File: src/rtl/cisr_pkg.sv
package cisr_pkg;
    localparam int NUM_SRC = 8;
    localparam logic [2:0] SRC_FSYN0 = 3'h0;
    localparam logic [2:0] SRC_FSYN1 = 3'h1;
    localparam logic [2:0] SRC_REF = 3'h2;
    localparam logic [2:0] SRC_INT0 = 3'h3;
    localparam logic [5:0] DIV_RESET = 6'h01;
    localparam logic [5:0] DIV_MAX = 6'h3f;
    localparam logic [1:0] IN_XTAL = 2'h0;
    localparam logic [1:0] IN_CLK2 = 2'h1;
    localparam logic [1:0] IN_CLK3 = 2'h2;
    localparam int REF_TIMEOUT_NS = 1000;
    localparam int CLK_PERIOD_NS = 5;
    localparam int REF_TIMEOUT_CYC = (REF_TIMEOUT_NS + CLK_PERIOD_NS - 1) / CLK_PERIOD_NS;

    typedef struct packed {
        logic diff_fmt;
        logic hcsl_85;
        logic cmos_inv_true;
        logic cmos_inv_comp;
        logic [2:0] src;
        logic [5:0] div;
    } cisr_out_cfg_s;
endpackage

File: src/rtl/cisr_top.sv
`timescale 1ns/10ps
`default_nettype none
module cisr_top #(
    parameter int NUM_OUT = 6,
    parameter int NUM_SEL = 6
) (
    input wire logic CORE_CLK,
    input wire logic RST,
    input wire logic PIN_SELECT_MODE,
    input wire logic [1:0] INPUT_SOURCE_SELECT_PINS,
    input wire logic [1:0] REG_SOURCE_SELECT,
    input wire logic [2:0] REF_CLKS,
    input wire logic [cisr_pkg::NUM_SRC-1:0] SRC_CLKS,
    input wire logic RECAL_START,
    input wire logic PLL_LOCK,
    input wire cisr_pkg::cisr_out_cfg_s [NUM_OUT-1:0] OUT_CFG,
    input wire logic [2:0] SEL_SRC [NUM_SEL],
    output logic [1:0] ACTIVE_SOURCE,
    output logic RECAL_BUSY,
    output logic OUTPUTS_ACTIVE,
    output logic [NUM_OUT-1:0] TRUE_OUTPUT_PIN,
    output logic [NUM_OUT-1:0] COMPLEMENT_OUTPUT_PIN,
    output logic [NUM_OUT-1:0] DIFF_MODE,
    output logic [NUM_OUT-1:0] HCSL_TERM_85
);
    import cisr_pkg::*;

    // ==========================================================
    // Elaboration checks
    // ==========================================================
    // Every variant offers six selection slots: six single outputs, four
    // singles plus two banks, or two singles plus four banks
    generate
        if (NUM_OUT != 6 && NUM_OUT != 8 && NUM_OUT != 12) begin : g_bad_out
            $error("NUM_OUT must be 6, 8 or 12");
        end
        if (NUM_SEL != 6) begin : g_bad_sel
            $error("NUM_SEL must be 6");
        end
        if (NUM_SRC != 8) begin : g_bad_src
            $error("NUM_SRC must be 8");
        end
    endgenerate

    // ==========================================================
    // Reference selection
    // ==========================================================
    logic [1:0] pin_sync1, pin_sync2;
    logic [2:0] ref_sync1, ref_sync2, ref_sync3;
    logic [1:0] next_source;
    logic [1:0] act_src;

    // Select pins come from the board and are asynchronous; two flops before use
    always_ff @(posedge CORE_CLK or posedge RST) begin
        if (RST) begin
            pin_sync1 <= 2'h0;
            pin_sync2 <= 2'h0;
        end else begin
            pin_sync1 <= INPUT_SOURCE_SELECT_PINS;
            pin_sync2 <= pin_sync1;
        end
    end

    // The third stage only feeds edge detection, never the source path
    always_ff @(posedge CORE_CLK or posedge RST) begin
        if (RST) begin
            ref_sync1 <= 3'h0;
            ref_sync2 <= 3'h0;
            ref_sync3 <= 3'h0;
        end else begin
            ref_sync1 <= REF_CLKS;
            ref_sync2 <= ref_sync1;
            ref_sync3 <= ref_sync2;
        end
    end

    // Switching is immediate: no hitless change, phase may jump
    always_comb begin
        next_source = PIN_SELECT_MODE ? pin_sync2 : REG_SOURCE_SELECT;
        if (next_source == 2'h3) begin
            next_source = IN_XTAL;
        end
    end

    always_ff @(posedge CORE_CLK or posedge RST) begin
        if (RST) begin
            act_src <= IN_XTAL;
        end else begin
            act_src <= next_source;
        end
    end

    // ==========================================================
    // Reference presence and recalibration
    // ==========================================================
    logic ref_edge;
    logic [$clog2(REF_TIMEOUT_CYC+1)-1:0] quiet_cnt;
    logic ref_alive;
    logic seen_ref;
    logic recal;
    logic [1:0] warm;

    // The sync chain resets low, so a reference stuck high would look like an
    // edge just after reset; edges count only once the chain holds real samples
    always_ff @(posedge CORE_CLK or posedge RST) begin
        if (RST) begin
            warm <= 2'h0;
        end else if (warm != 2'h3) begin
            warm <= warm + 2'h1;
        end
    end

    // A reference that stops later is not acted on: only power-up presence matters
    assign ref_edge = (warm == 2'h3) && (ref_sync2[act_src] ^ ref_sync3[act_src]);

    always_ff @(posedge CORE_CLK or posedge RST) begin
        if (RST) begin
            quiet_cnt <= '0;
            ref_alive <= 1'b0;
        end else if (ref_edge) begin
            quiet_cnt <= '0;
            ref_alive <= 1'b1;
        end else if (quiet_cnt == ($clog2(REF_TIMEOUT_CYC+1))'(REF_TIMEOUT_CYC)) begin
            ref_alive <= 1'b0;
        end else begin
            quiet_cnt <= quiet_cnt + 1'b1;
        end
    end

    // Latched once: a missing clock at power-up keeps outputs off
    always_ff @(posedge CORE_CLK or posedge RST) begin
        if (RST) begin
            seen_ref <= 1'b0;
        end else if (ref_alive) begin
            seen_ref <= 1'b1;
        end
    end

    // Small ppm changes need no recalibration; only host start counts
    // A start wins over a lock seen in the same cycle, so a new recalibration is
    // never lost behind the tail of the previous one
    always_ff @(posedge CORE_CLK or posedge RST) begin
        if (RST) begin
            recal <= 1'b0;
        end else if (RECAL_START) begin
            recal <= 1'b1;
        end else if (recal && PLL_LOCK) begin
            recal <= 1'b0;
        end
    end

    logic run;
    always_ff @(posedge CORE_CLK or posedge RST) begin
        if (RST) begin
            run <= 1'b0;
        end else begin
            run <= seen_ref && !recal && !RECAL_START && PLL_LOCK;
        end
    end

    // ==========================================================
    // Status outputs
    // ==========================================================
    always_ff @(posedge CORE_CLK or posedge RST) begin
        if (RST) begin
            ACTIVE_SOURCE <= IN_XTAL;
        end else begin
            ACTIVE_SOURCE <= act_src;
        end
    end

    always_ff @(posedge CORE_CLK or posedge RST) begin
        if (RST) begin
            RECAL_BUSY <= 1'b0;
        end else begin
            RECAL_BUSY <= recal;
        end
    end

    // Lags the pins by nothing: both are taken from the same run value
    always_ff @(posedge CORE_CLK or posedge RST) begin
        if (RST) begin
            OUTPUTS_ACTIVE <= 1'b0;
        end else begin
            OUTPUTS_ACTIVE <= run;
        end
    end

    // ==========================================================
    // Cross point, dividers and drivers
    // ==========================================================
    logic [NUM_SEL-1:0] sel_clk;
    logic [NUM_SRC-1:0] src_vec;

    always_comb begin
        src_vec = SRC_CLKS;
        src_vec[SRC_REF] = ref_sync2[act_src];
    end

    genvar s;
    generate
        for (s = 0; s < NUM_SEL; s++) begin : g_sel
            assign sel_clk[s] = src_vec[SEL_SRC[s]];
        end
    endgenerate

    // Slot that feeds an output: singles first, then the shared banks
    function automatic int slot_of(int out_idx);
        int nsingle;
        nsingle = (NUM_OUT == 6) ? 6 : (NUM_OUT == 8) ? 4 : 2;
        if (out_idx < nsingle) begin
            return out_idx;
        end else if (NUM_OUT == 12) begin
            return nsingle + ((out_idx - nsingle) * 4) / 10;
        end else begin
            return nsingle + (out_idx - nsingle) / 2;
        end
    endfunction

    // A source that stops simply freezes its dividers; the ratio phase is not
    // realigned when it returns
    genvar o;
    generate
        for (o = 0; o < NUM_OUT; o++) begin : g_out
            localparam int BIDX = slot_of(o);
            logic src_clk, src_d, div_clk;
            logic [5:0] cnt;
            logic [5:0] div;
            assign src_clk = sel_clk[BIDX];
            // Zero is illegal; treat as divide-by-1
            assign div = (OUT_CFG[o].div == 6'h00) ? DIV_RESET : OUT_CFG[o].div;

            // Previous source sample, for rising edge detection
            always_ff @(posedge CORE_CLK or posedge RST) begin
                if (RST) begin
                    src_d <= 1'b0;
                end else begin
                    src_d <= src_clk;
                end
            end

            // High for the first part of each ratio, low for the rest; odd ratios
            // give the shorter part to the high phase
            always_ff @(posedge CORE_CLK or posedge RST) begin
                if (RST) begin
                    cnt <= 6'h00;
                    div_clk <= 1'b0;
                end else begin
                    if (div == DIV_RESET) begin
                        div_clk <= src_clk;
                        cnt <= 6'h00;
                    end else if (src_clk && !src_d) begin
                        if (cnt >= div - 6'h01) begin
                            cnt <= 6'h00;
                            div_clk <= 1'b1;
                        end else begin
                            cnt <= cnt + 6'h01;
                            if (cnt + 6'h01 >= (div >> 1)) begin
                                div_clk <= 1'b0;
                            end
                        end
                    end
                end
            end

            // Format and termination follow configuration
            always_ff @(posedge CORE_CLK or posedge RST) begin
                if (RST) begin
                    DIFF_MODE[o] <= 1'b0;
                    HCSL_TERM_85[o] <= 1'b0;
                end else begin
                    DIFF_MODE[o] <= OUT_CFG[o].diff_fmt;
                    HCSL_TERM_85[o] <= OUT_CFG[o].hcsl_85;
                end
            end

            // Stopped pins sit low on both legs, so receivers see no runt edges
            always_ff @(posedge CORE_CLK or posedge RST) begin
                if (RST) begin
                    TRUE_OUTPUT_PIN[o] <= 1'b0;
                    COMPLEMENT_OUTPUT_PIN[o] <= 1'b0;
                end else begin
                    if (!run) begin
                        TRUE_OUTPUT_PIN[o] <= 1'b0;
                        COMPLEMENT_OUTPUT_PIN[o] <= 1'b0;
                    end else if (OUT_CFG[o].diff_fmt) begin
                        TRUE_OUTPUT_PIN[o] <= div_clk;
                        COMPLEMENT_OUTPUT_PIN[o] <= !div_clk;
                    end else begin
                        TRUE_OUTPUT_PIN[o] <= div_clk ^ OUT_CFG[o].cmos_inv_true;
                        COMPLEMENT_OUTPUT_PIN[o] <= div_clk ^ OUT_CFG[o].cmos_inv_comp;
                    end
                end
            end
        end
    endgenerate
endmodule
`default_nettype wire

File: config.mk
export PLATFORM = sky130hd
export DESIGN_NAME = cisr_top
export DESIGN_NICKNAME = d
export VERILOG_FILES = /design/src/rtl/cisr_pkg.sv /design/src/rtl/cisr_top.sv
export SDC_FILE = /design/constraint.sdc
export NUM_CORES = 1
export LEC_CHECK = 0
export BUFFER_PORTS_ARGS = -buffer_cell sky130_fd_sc_hd__buf_4
export CORE_MARGIN = 2
export CORE_UTILIZATION = 43
export DETAILED_ROUTE_END_ITERATION = 8
export PLACE_DENSITY = 0.68
export SETUP_SLACK_MARGIN = 0.1
export SLEW_MARGIN = 20
export SYNTH_ARGS = -nofsm -noshare
export SYNTH_HDL_FRONTEND = slang
export SYNTH_SLANG_ARGS = --single-unit
File: constraint.sdc
create_clock -name CORE_CLK -period 4.1 [get_ports CORE_CLK]
set_clock_uncertainty 0.1 [all_clocks]
set_input_delay 0.41 -clock CORE_CLK [delete_from_list [all_inputs] [get_ports CORE_CLK]]
set_output_delay 0.41 -clock CORE_CLK [all_outputs]
set_load 0.03 [all_outputs]
### After elaboration in Yosys (flattened, before gate mapping)

Index checks and enable logic that the tools add are counted.
Widths: inputs -> output; s select.

* register bits: 105
* output and inout port bits: 28

* order comparisons: 19
* reductions and logical operators: 51
* bitwise gates (word level): 13
* equal/unequal tests: 11
* mux-type cells: 96
* $add $sub $neg: 14

Operators by type and width (number)
* $mux 6: 24
* $mux 1: 60
* $add 6x1->6 const B: 6
* $eq 6x1->1 const B: 6
* $ge 6x5->1: 6
* $ge 6x6->1: 6
* $logic_not 6->1: 6
* $sub 6x1->6 const B: 6
* $lt 3x4->1 const B: 6
* $bmux 1 s3: 6
* $reduce_bool 3->1: 6
* $mux 8: 2
* $reduce_bool 2->1: 8
* $logic_not 1->1: 14
* $xor 1x1->1: 13
* $reduce_and 2->1: 6
* $logic_and 1x1->1: 11
* $add 8x1->8 const B: 1
* $eq 8x8->1 const B: 1
* $bmux 1 s2: 2
* $eq 2x2->1 const B: 2
* $mux 2: 2
* $ne 2x2->1 const B: 2
* $lt 2x3->1 const B: 1
* $add 2x1->2 const B: 1

### Depth between registers and ports, before layout

* word-level depth: 7
* gate-level depth with buffers: 13

### Least setup slack after synthesis

Ideal clock, no wire load.

* path type: input to register
* from: input port OUT_CFG[54] (netlist bit)
* to: register g_out[4].cnt[4]
* stages on the path: 12
* setup time: 0.128 ns
* setup slack: 1.134 ns
* arrival time: 2.739 ns
* required time: 3.872 ns
* cell sequence: nor3_1 > nand2_1 > o21bai_1 > inv_1 > ha_1 > xnor2_1 > ha_1 > o21a_1 > nor2_1 > o311ai_1 > and2b_1 > mux2_1

* word-level cells in the longest chain between the ends: 7
* elaborated cells on any way between the ends: 9
* those cells by class: add/sub (1); order compare (1); eq/ne (1); mux (4); reduce/logical (2)

Ends and longest elaborated chain
* start, declared: RTL line cisr_top.sv:16 `input wire cisr_pkg::cisr_out_cfg_s [NUM_OUT-1:0] OUT_CFG,`
* $logic_not 6->1: RTL line cisr_top.sv:231 `assign div = (OUT_CFG[o].div == 6'h00) ? DIV_RESET : OUT_CFG[o].div;`
* $mux 6 *: RTL line cisr_top.sv:231
* $sub 6x1->6: RTL line cisr_top.sv:253 `if (cnt >= div - 6'h01) begin`
* $ge 6x6->1: RTL line cisr_top.sv:253
* $mux 6: RTL line cisr_top.sv:253
* $mux 6: RTL line cisr_top.sv:252 `end else if (src_clk && !src_d) begin`
* $mux 6: RTL line cisr_top.sv:249 `if (div == DIV_RESET) begin`
* end signal, assigned: RTL line cisr_top.sv:257 `cnt <= cnt + 6'h01;`
* end, declared: RTL line cisr_top.sv:227 `logic [5:0] cnt;`

Every way passes the cells marked *; elsewhere a longest branch is shown, timed or not. The select of a mux whose other input is x is not followed.
A chain may end at the register's enable or synchronous reset.

### Worst setup path after layout

* from: input port OUT_CFG[41] (netlist bit)
* to: register g_out[3].cnt[5]

* word-level cells in the longest chain between the ends: 7
* elaborated cells on any way between the ends: 9
* those cells by class: add/sub (1); order compare (1); eq/ne (1); mux (4); reduce/logical (2)

Ends and longest elaborated chain (RTL line)
* $logic_not 6->1: cisr_top.sv:231
* $mux 6 *: cisr_top.sv:231
* $sub 6x1->6: cisr_top.sv:253
* $ge 6x6->1: cisr_top.sv:253
* $mux 6: cisr_top.sv:253
* $mux 6: cisr_top.sv:252
* $mux 6: cisr_top.sv:249
* end signal, assigned: cisr_top.sv:257
* end, declared: cisr_top.sv:227

Marked as above.

==> impl_metrics.sql <==
INSERT INTO impl_metrics (metric_group, metric, value, unit) VALUES
('clock_tree', 'tritoncts_num_sinks', '105', ''),
('sta', 'hold_viol', '0', ''),
('logic_synthesis', 'synthDominantAreaCellType', 'sky130_fd_sc_hd__dfrtp_1', ''),
('sta', 'final-max-slew-violation-count', '0', ''),
('sta', 'finalSetupViolCount', '0', ''),
('critical_path', 'criticalPathCategory', 'in2reg', ''),
('floorplanning', 'core_area', '16000', 'um^2'),
('critical_path', 'critical_path.startpoint_type', 'input port', ''),
('drt', 'routed_wire_length_per_instance', '13.7', 'um'),
('logic_synthesis', 'netlist-cell-type-count', '63', ''),
('clock_tree', 'clockBufferDepth', '2', ''),
('sta', 'finalSetupTns', '0', 'ps'),
('drt', 'dr.pass1.iters', '4', ''),
('clock_tree', 'cts-root-buf', 'sky130_fd_sc_hd__clkbuf_16', ''),
('final_layout', 'drive_gt1_frac', '0.204', ''),
('drt', 'drc', '0', ''),
('clock_tree', 'clock_tree.htree_level_count', '3', ''),
('power', 'vdd.ir_drop.worst', '0.000217', 'V'),
('logic_synthesis', 'synth_seq_cells', '105', ''),
('status', 'outcome', 'finished clean', ''),
('sta', 'period_minus_slack', '2950', 'ps'),
('global_routing', 'vias_in_the_first_global_route', '5195', ''),
('placed_design', 'numPortBuffers', '124', ''),
('drt', 'drt_iter0_drc', '217', ''),
('floorplanning', 'start_util', '0.442', ''),
('floorplanning', 'die_area', '17500', 'um^2'),
('global_routing', 'aggregate_global_route_resource_usage', '0.172', ''),
('clock_tree', 'cts_hold_buffers', '0', ''),
('drt', 'drtAntennaViolNets', '0', ''),
('sta', 'worst_slew_pin_slew', '808', 'ps'),
('min_path', 'hold_path.class', 'in2reg', ''),
('logic_synthesis', 'yosys.area_share.adder', '0.154', ''),
('logic_synthesis', 'synth.most_common_cell', 'sky130_fd_sc_hd__dfrtp_1', ''),
('final_layout', 'insertedDiodeCount', '0', ''),
('sta', 'relSlewSlack', '0.461', ''),
('floorplanning', 'rows', '46', ''),
('drt', 'wl', '14.7', 'mm'),
('logic_synthesis', 'synth_seq_area_share', '0.372', ''),
('floorplanning', 'num_io_pins', '144', ''),
('clock_tree', 'clk_pin_slew_worst_paths', '70', 'ps'),
('logic_synthesis', 'synth_simple_gate_area_share', '0.169', ''),
('sta', 'fmax', '0.338', 'GHz'),
('logic_synthesis', 'netlist_top_cells_area', 'sky130_fd_sc_hd__dfrtp_1 (37%), sky130_fd_sc_hd__ha_1 (15%), sky130_fd_sc_hd__xnor2_1 (4.8%)', ''),
('critical_path', 'cp_max_fo', '7', ''),
('power', 'power_per_cell_area', '470', 'nW/um^2'),
('sta', 'min_period_over_period', '0.721', ''),
('sta', 'rsz0062_at_grt', 'false', ''),
('clock_tree', 'cts_resized', '0', ''),
('drt', 'viasPerCell', '5.07', ''),
('logic_synthesis', 'yosysTopAreaCellShare', '0.372', ''),
('logic_synthesis', 'synth_compound_area_frac', '0.154', ''),
('logic_synthesis', 'synth_fp_nets', '918', ''),
('clock_tree', 'cts_tree', 'built', ''),
('global_routing', 'grt_overflow', '0', ''),
('logic_synthesis', 'yosys.area_share.xor_xnor', '0.0632', ''),
('global_routing', 'grt_max_degree', '67', ''),
('logic_synthesis', 'async_flop_share', '1.00', ''),
('final_layout', 'area.growth.synth_to_final', '21.3', '%'),
('final_layout', 'utilization_after_layout', '0.536', ''),
('placed_design', 'final_weighted_congestion_of_routability_driven_global_placement', '0.806', ''),
('global_routing', 'grt_first_pass_wirelength', '24.6', 'mm'),
('drt', 'vias', '5433', ''),
('floorplanning', 'floorplan.die.height', '132', 'um'),
('clock_tree', 'post_cts_buffers', '0', ''),
('power', 'leakagePower', '4.23', 'nW'),
('logic_synthesis', 'avgSynthCellArea', '9.89', 'um^2'),
('critical_path', 'cp_required', '4290', 'ps'),
('logic_synthesis', 'synth_area', '7070', 'um^2'),
('logic_synthesis', 'synth_edf_count', '0', ''),
('clock_tree', 'cts_made_buffers', '9', ''),
('job', 'maxCapViolCount', '0', '');
-- layer usage --
| layer | up-vias | share of wire | track usage |
|---|---|---|---|
| met5 | - | 0 | 0 |
| li1 | 2791 | - | - |
| met4 | 0 | 0.025 | 0.0651 |
| met3 | 19 | 0.037 | 0.0304 |
| met2 | 81 | 0.47 | 0.280 |
| met1 | 2542 | 0.47 | 0.231 |
-- layout make-up --
cell class | count | area (um^2)
Inverter | 73 | 277
Fill cell | 1532 | 7420
Multi-Input combinational cell | 533 | 4150
Sequential cell | 105 | 2630
Timing Repair Buffer | 128 | 961
Tap cell | 216 | 270
Clock buffer | 11 | 243
Clock inverter | 5 | 53.8
-- path summary, 6_finish.rpt --
| kind | slack [ps] | from | to | cells after the start |
|---|---|---|---|---|
| hold reg to reg | 250 | ref_sync1[2] | ref_sync2[2] | 0 |
| setup reg to reg | 1830 | g_out[2].cnt[2] | g_out[2].cnt[3] | 6 |
| min in group asynchronous | 120 | RST | quiet_cnt[4] | 2 |
| hold / removal | 70 | INPUT_SOURCE_SELECT_PINS[0] | pin_sync1[0] | 1 |
| setup / recovery | 1150 | OUT_CFG[41] | g_out[3].cnt[5] | 14 |
| max in group asynchronous | 2970 | RST | TRUE_OUTPUT_PIN[5] | 3 |
-- logic make-up (layout without fill, tap and decap cells) --
logic type / Yosys count / in the layout
simple gates: 222 / 222
compound gates: 151 / 151
flops: 105 / 105
fa+ha+maj: 87 / 87
buf+inv: 77 / 217
xor+xnor: 51 / 51
mux: 22 / 22
-- cell usage in the layout, fill, tap and decap left out, types with 8 or more instances in the layout --
| master | n |
|---|---|
| sky130_fd_sc_hd__a21o_1 | 8 |
| sky130_fd_sc_hd__a21oi_1 | 17 |
| sky130_fd_sc_hd__and2_1 | 9 |
| sky130_fd_sc_hd__and3_1 | 15 |
| sky130_fd_sc_hd__buf_4 | 128 |
| sky130_fd_sc_hd__clkbuf_16 | 9 |
| sky130_fd_sc_hd__dfrtp_1 | 105 |
| sky130_fd_sc_hd__ha_1 | 87 |
| sky130_fd_sc_hd__inv_1 | 72 |
| sky130_fd_sc_hd__nand2_1 | 38 |
| sky130_fd_sc_hd__nand2b_1 | 47 |
| sky130_fd_sc_hd__nand3_1 | 25 |
| sky130_fd_sc_hd__nor2_1 | 36 |
| sky130_fd_sc_hd__nor3_1 | 11 |
| sky130_fd_sc_hd__o211ai_1 | 11 |
| sky130_fd_sc_hd__o21ai_0 | 34 |
| sky130_fd_sc_hd__o21ai_1 | 14 |
| sky130_fd_sc_hd__o21bai_1 | 8 |
| sky130_fd_sc_hd__o31ai_1 | 8 |
| sky130_fd_sc_hd__xnor2_1 | 39 |
| sky130_fd_sc_hd__xor2_1 | 12 |
-- worst max-delay path: stages --
cell	delay (ps)
sky130_fd_sc_hd__buf_4	130
sky130_fd_sc_hd__nor2_1	190
sky130_fd_sc_hd__nand3_1	120
sky130_fd_sc_hd__o21bai_1	250
sky130_fd_sc_hd__inv_1	100
sky130_fd_sc_hd__ha_1	220
sky130_fd_sc_hd__xnor2_1	130
sky130_fd_sc_hd__ha_1	290
sky130_fd_sc_hd__a211o_1	290
sky130_fd_sc_hd__a31oi_1	170
sky130_fd_sc_hd__o211ai_1	260
sky130_fd_sc_hd__nand3b_1	320
sky130_fd_sc_hd__a21oi_1	170
sky130_fd_sc_hd__a21o_1	100
-- power breakdown --
part	leakage (nW)	switching [mW]	internal, mW
clock	0.150	0.373	0.490
combinational	2.78	0.819	0.838
sequential	1.30	0.268	1.25
total	4.23	1.46	2.58
-- sequential cells by signal (all words and copies together), names as in the netlist, 3 cells and up --
| signal | count |
|---|---|
| ref_sync3 | 3 |
| COMPLEMENT_OUTPUT_PIN | 6 |
| ref_sync1 | 3 |
| g_out.src_d | 6 |
| g_out.div_clk | 6 |
| DIFF_MODE | 6 |
| ref_sync2 | 3 |
| TRUE_OUTPUT_PIN | 6 |
| g_out.cnt | 36 |
| HCSL_TERM_85 | 6 |
| quiet_cnt | 8 |
-- per-stage QoR --
step | power (mW) | hold slack [ps] | cell area [um^2] | setup slack [ps] | std cells
final | 4.03 | 66.8 | 8580 | 1150 | 1071
after global routing | 4.42 | 44.0 | 8580 | 917 | 1071
after CTS | 4.09 | 45.3 | 8580 | 1150 | 1071
after detailed placement | 3.21 | 235 | 8280 | 753 | 1055
after global placement | 3.15 | 233 | 8280 | 818 | 1055
after floorplan | 2.74 | 231 | 7070 | 829 | 715
Power figures use the tool's default switching activity.
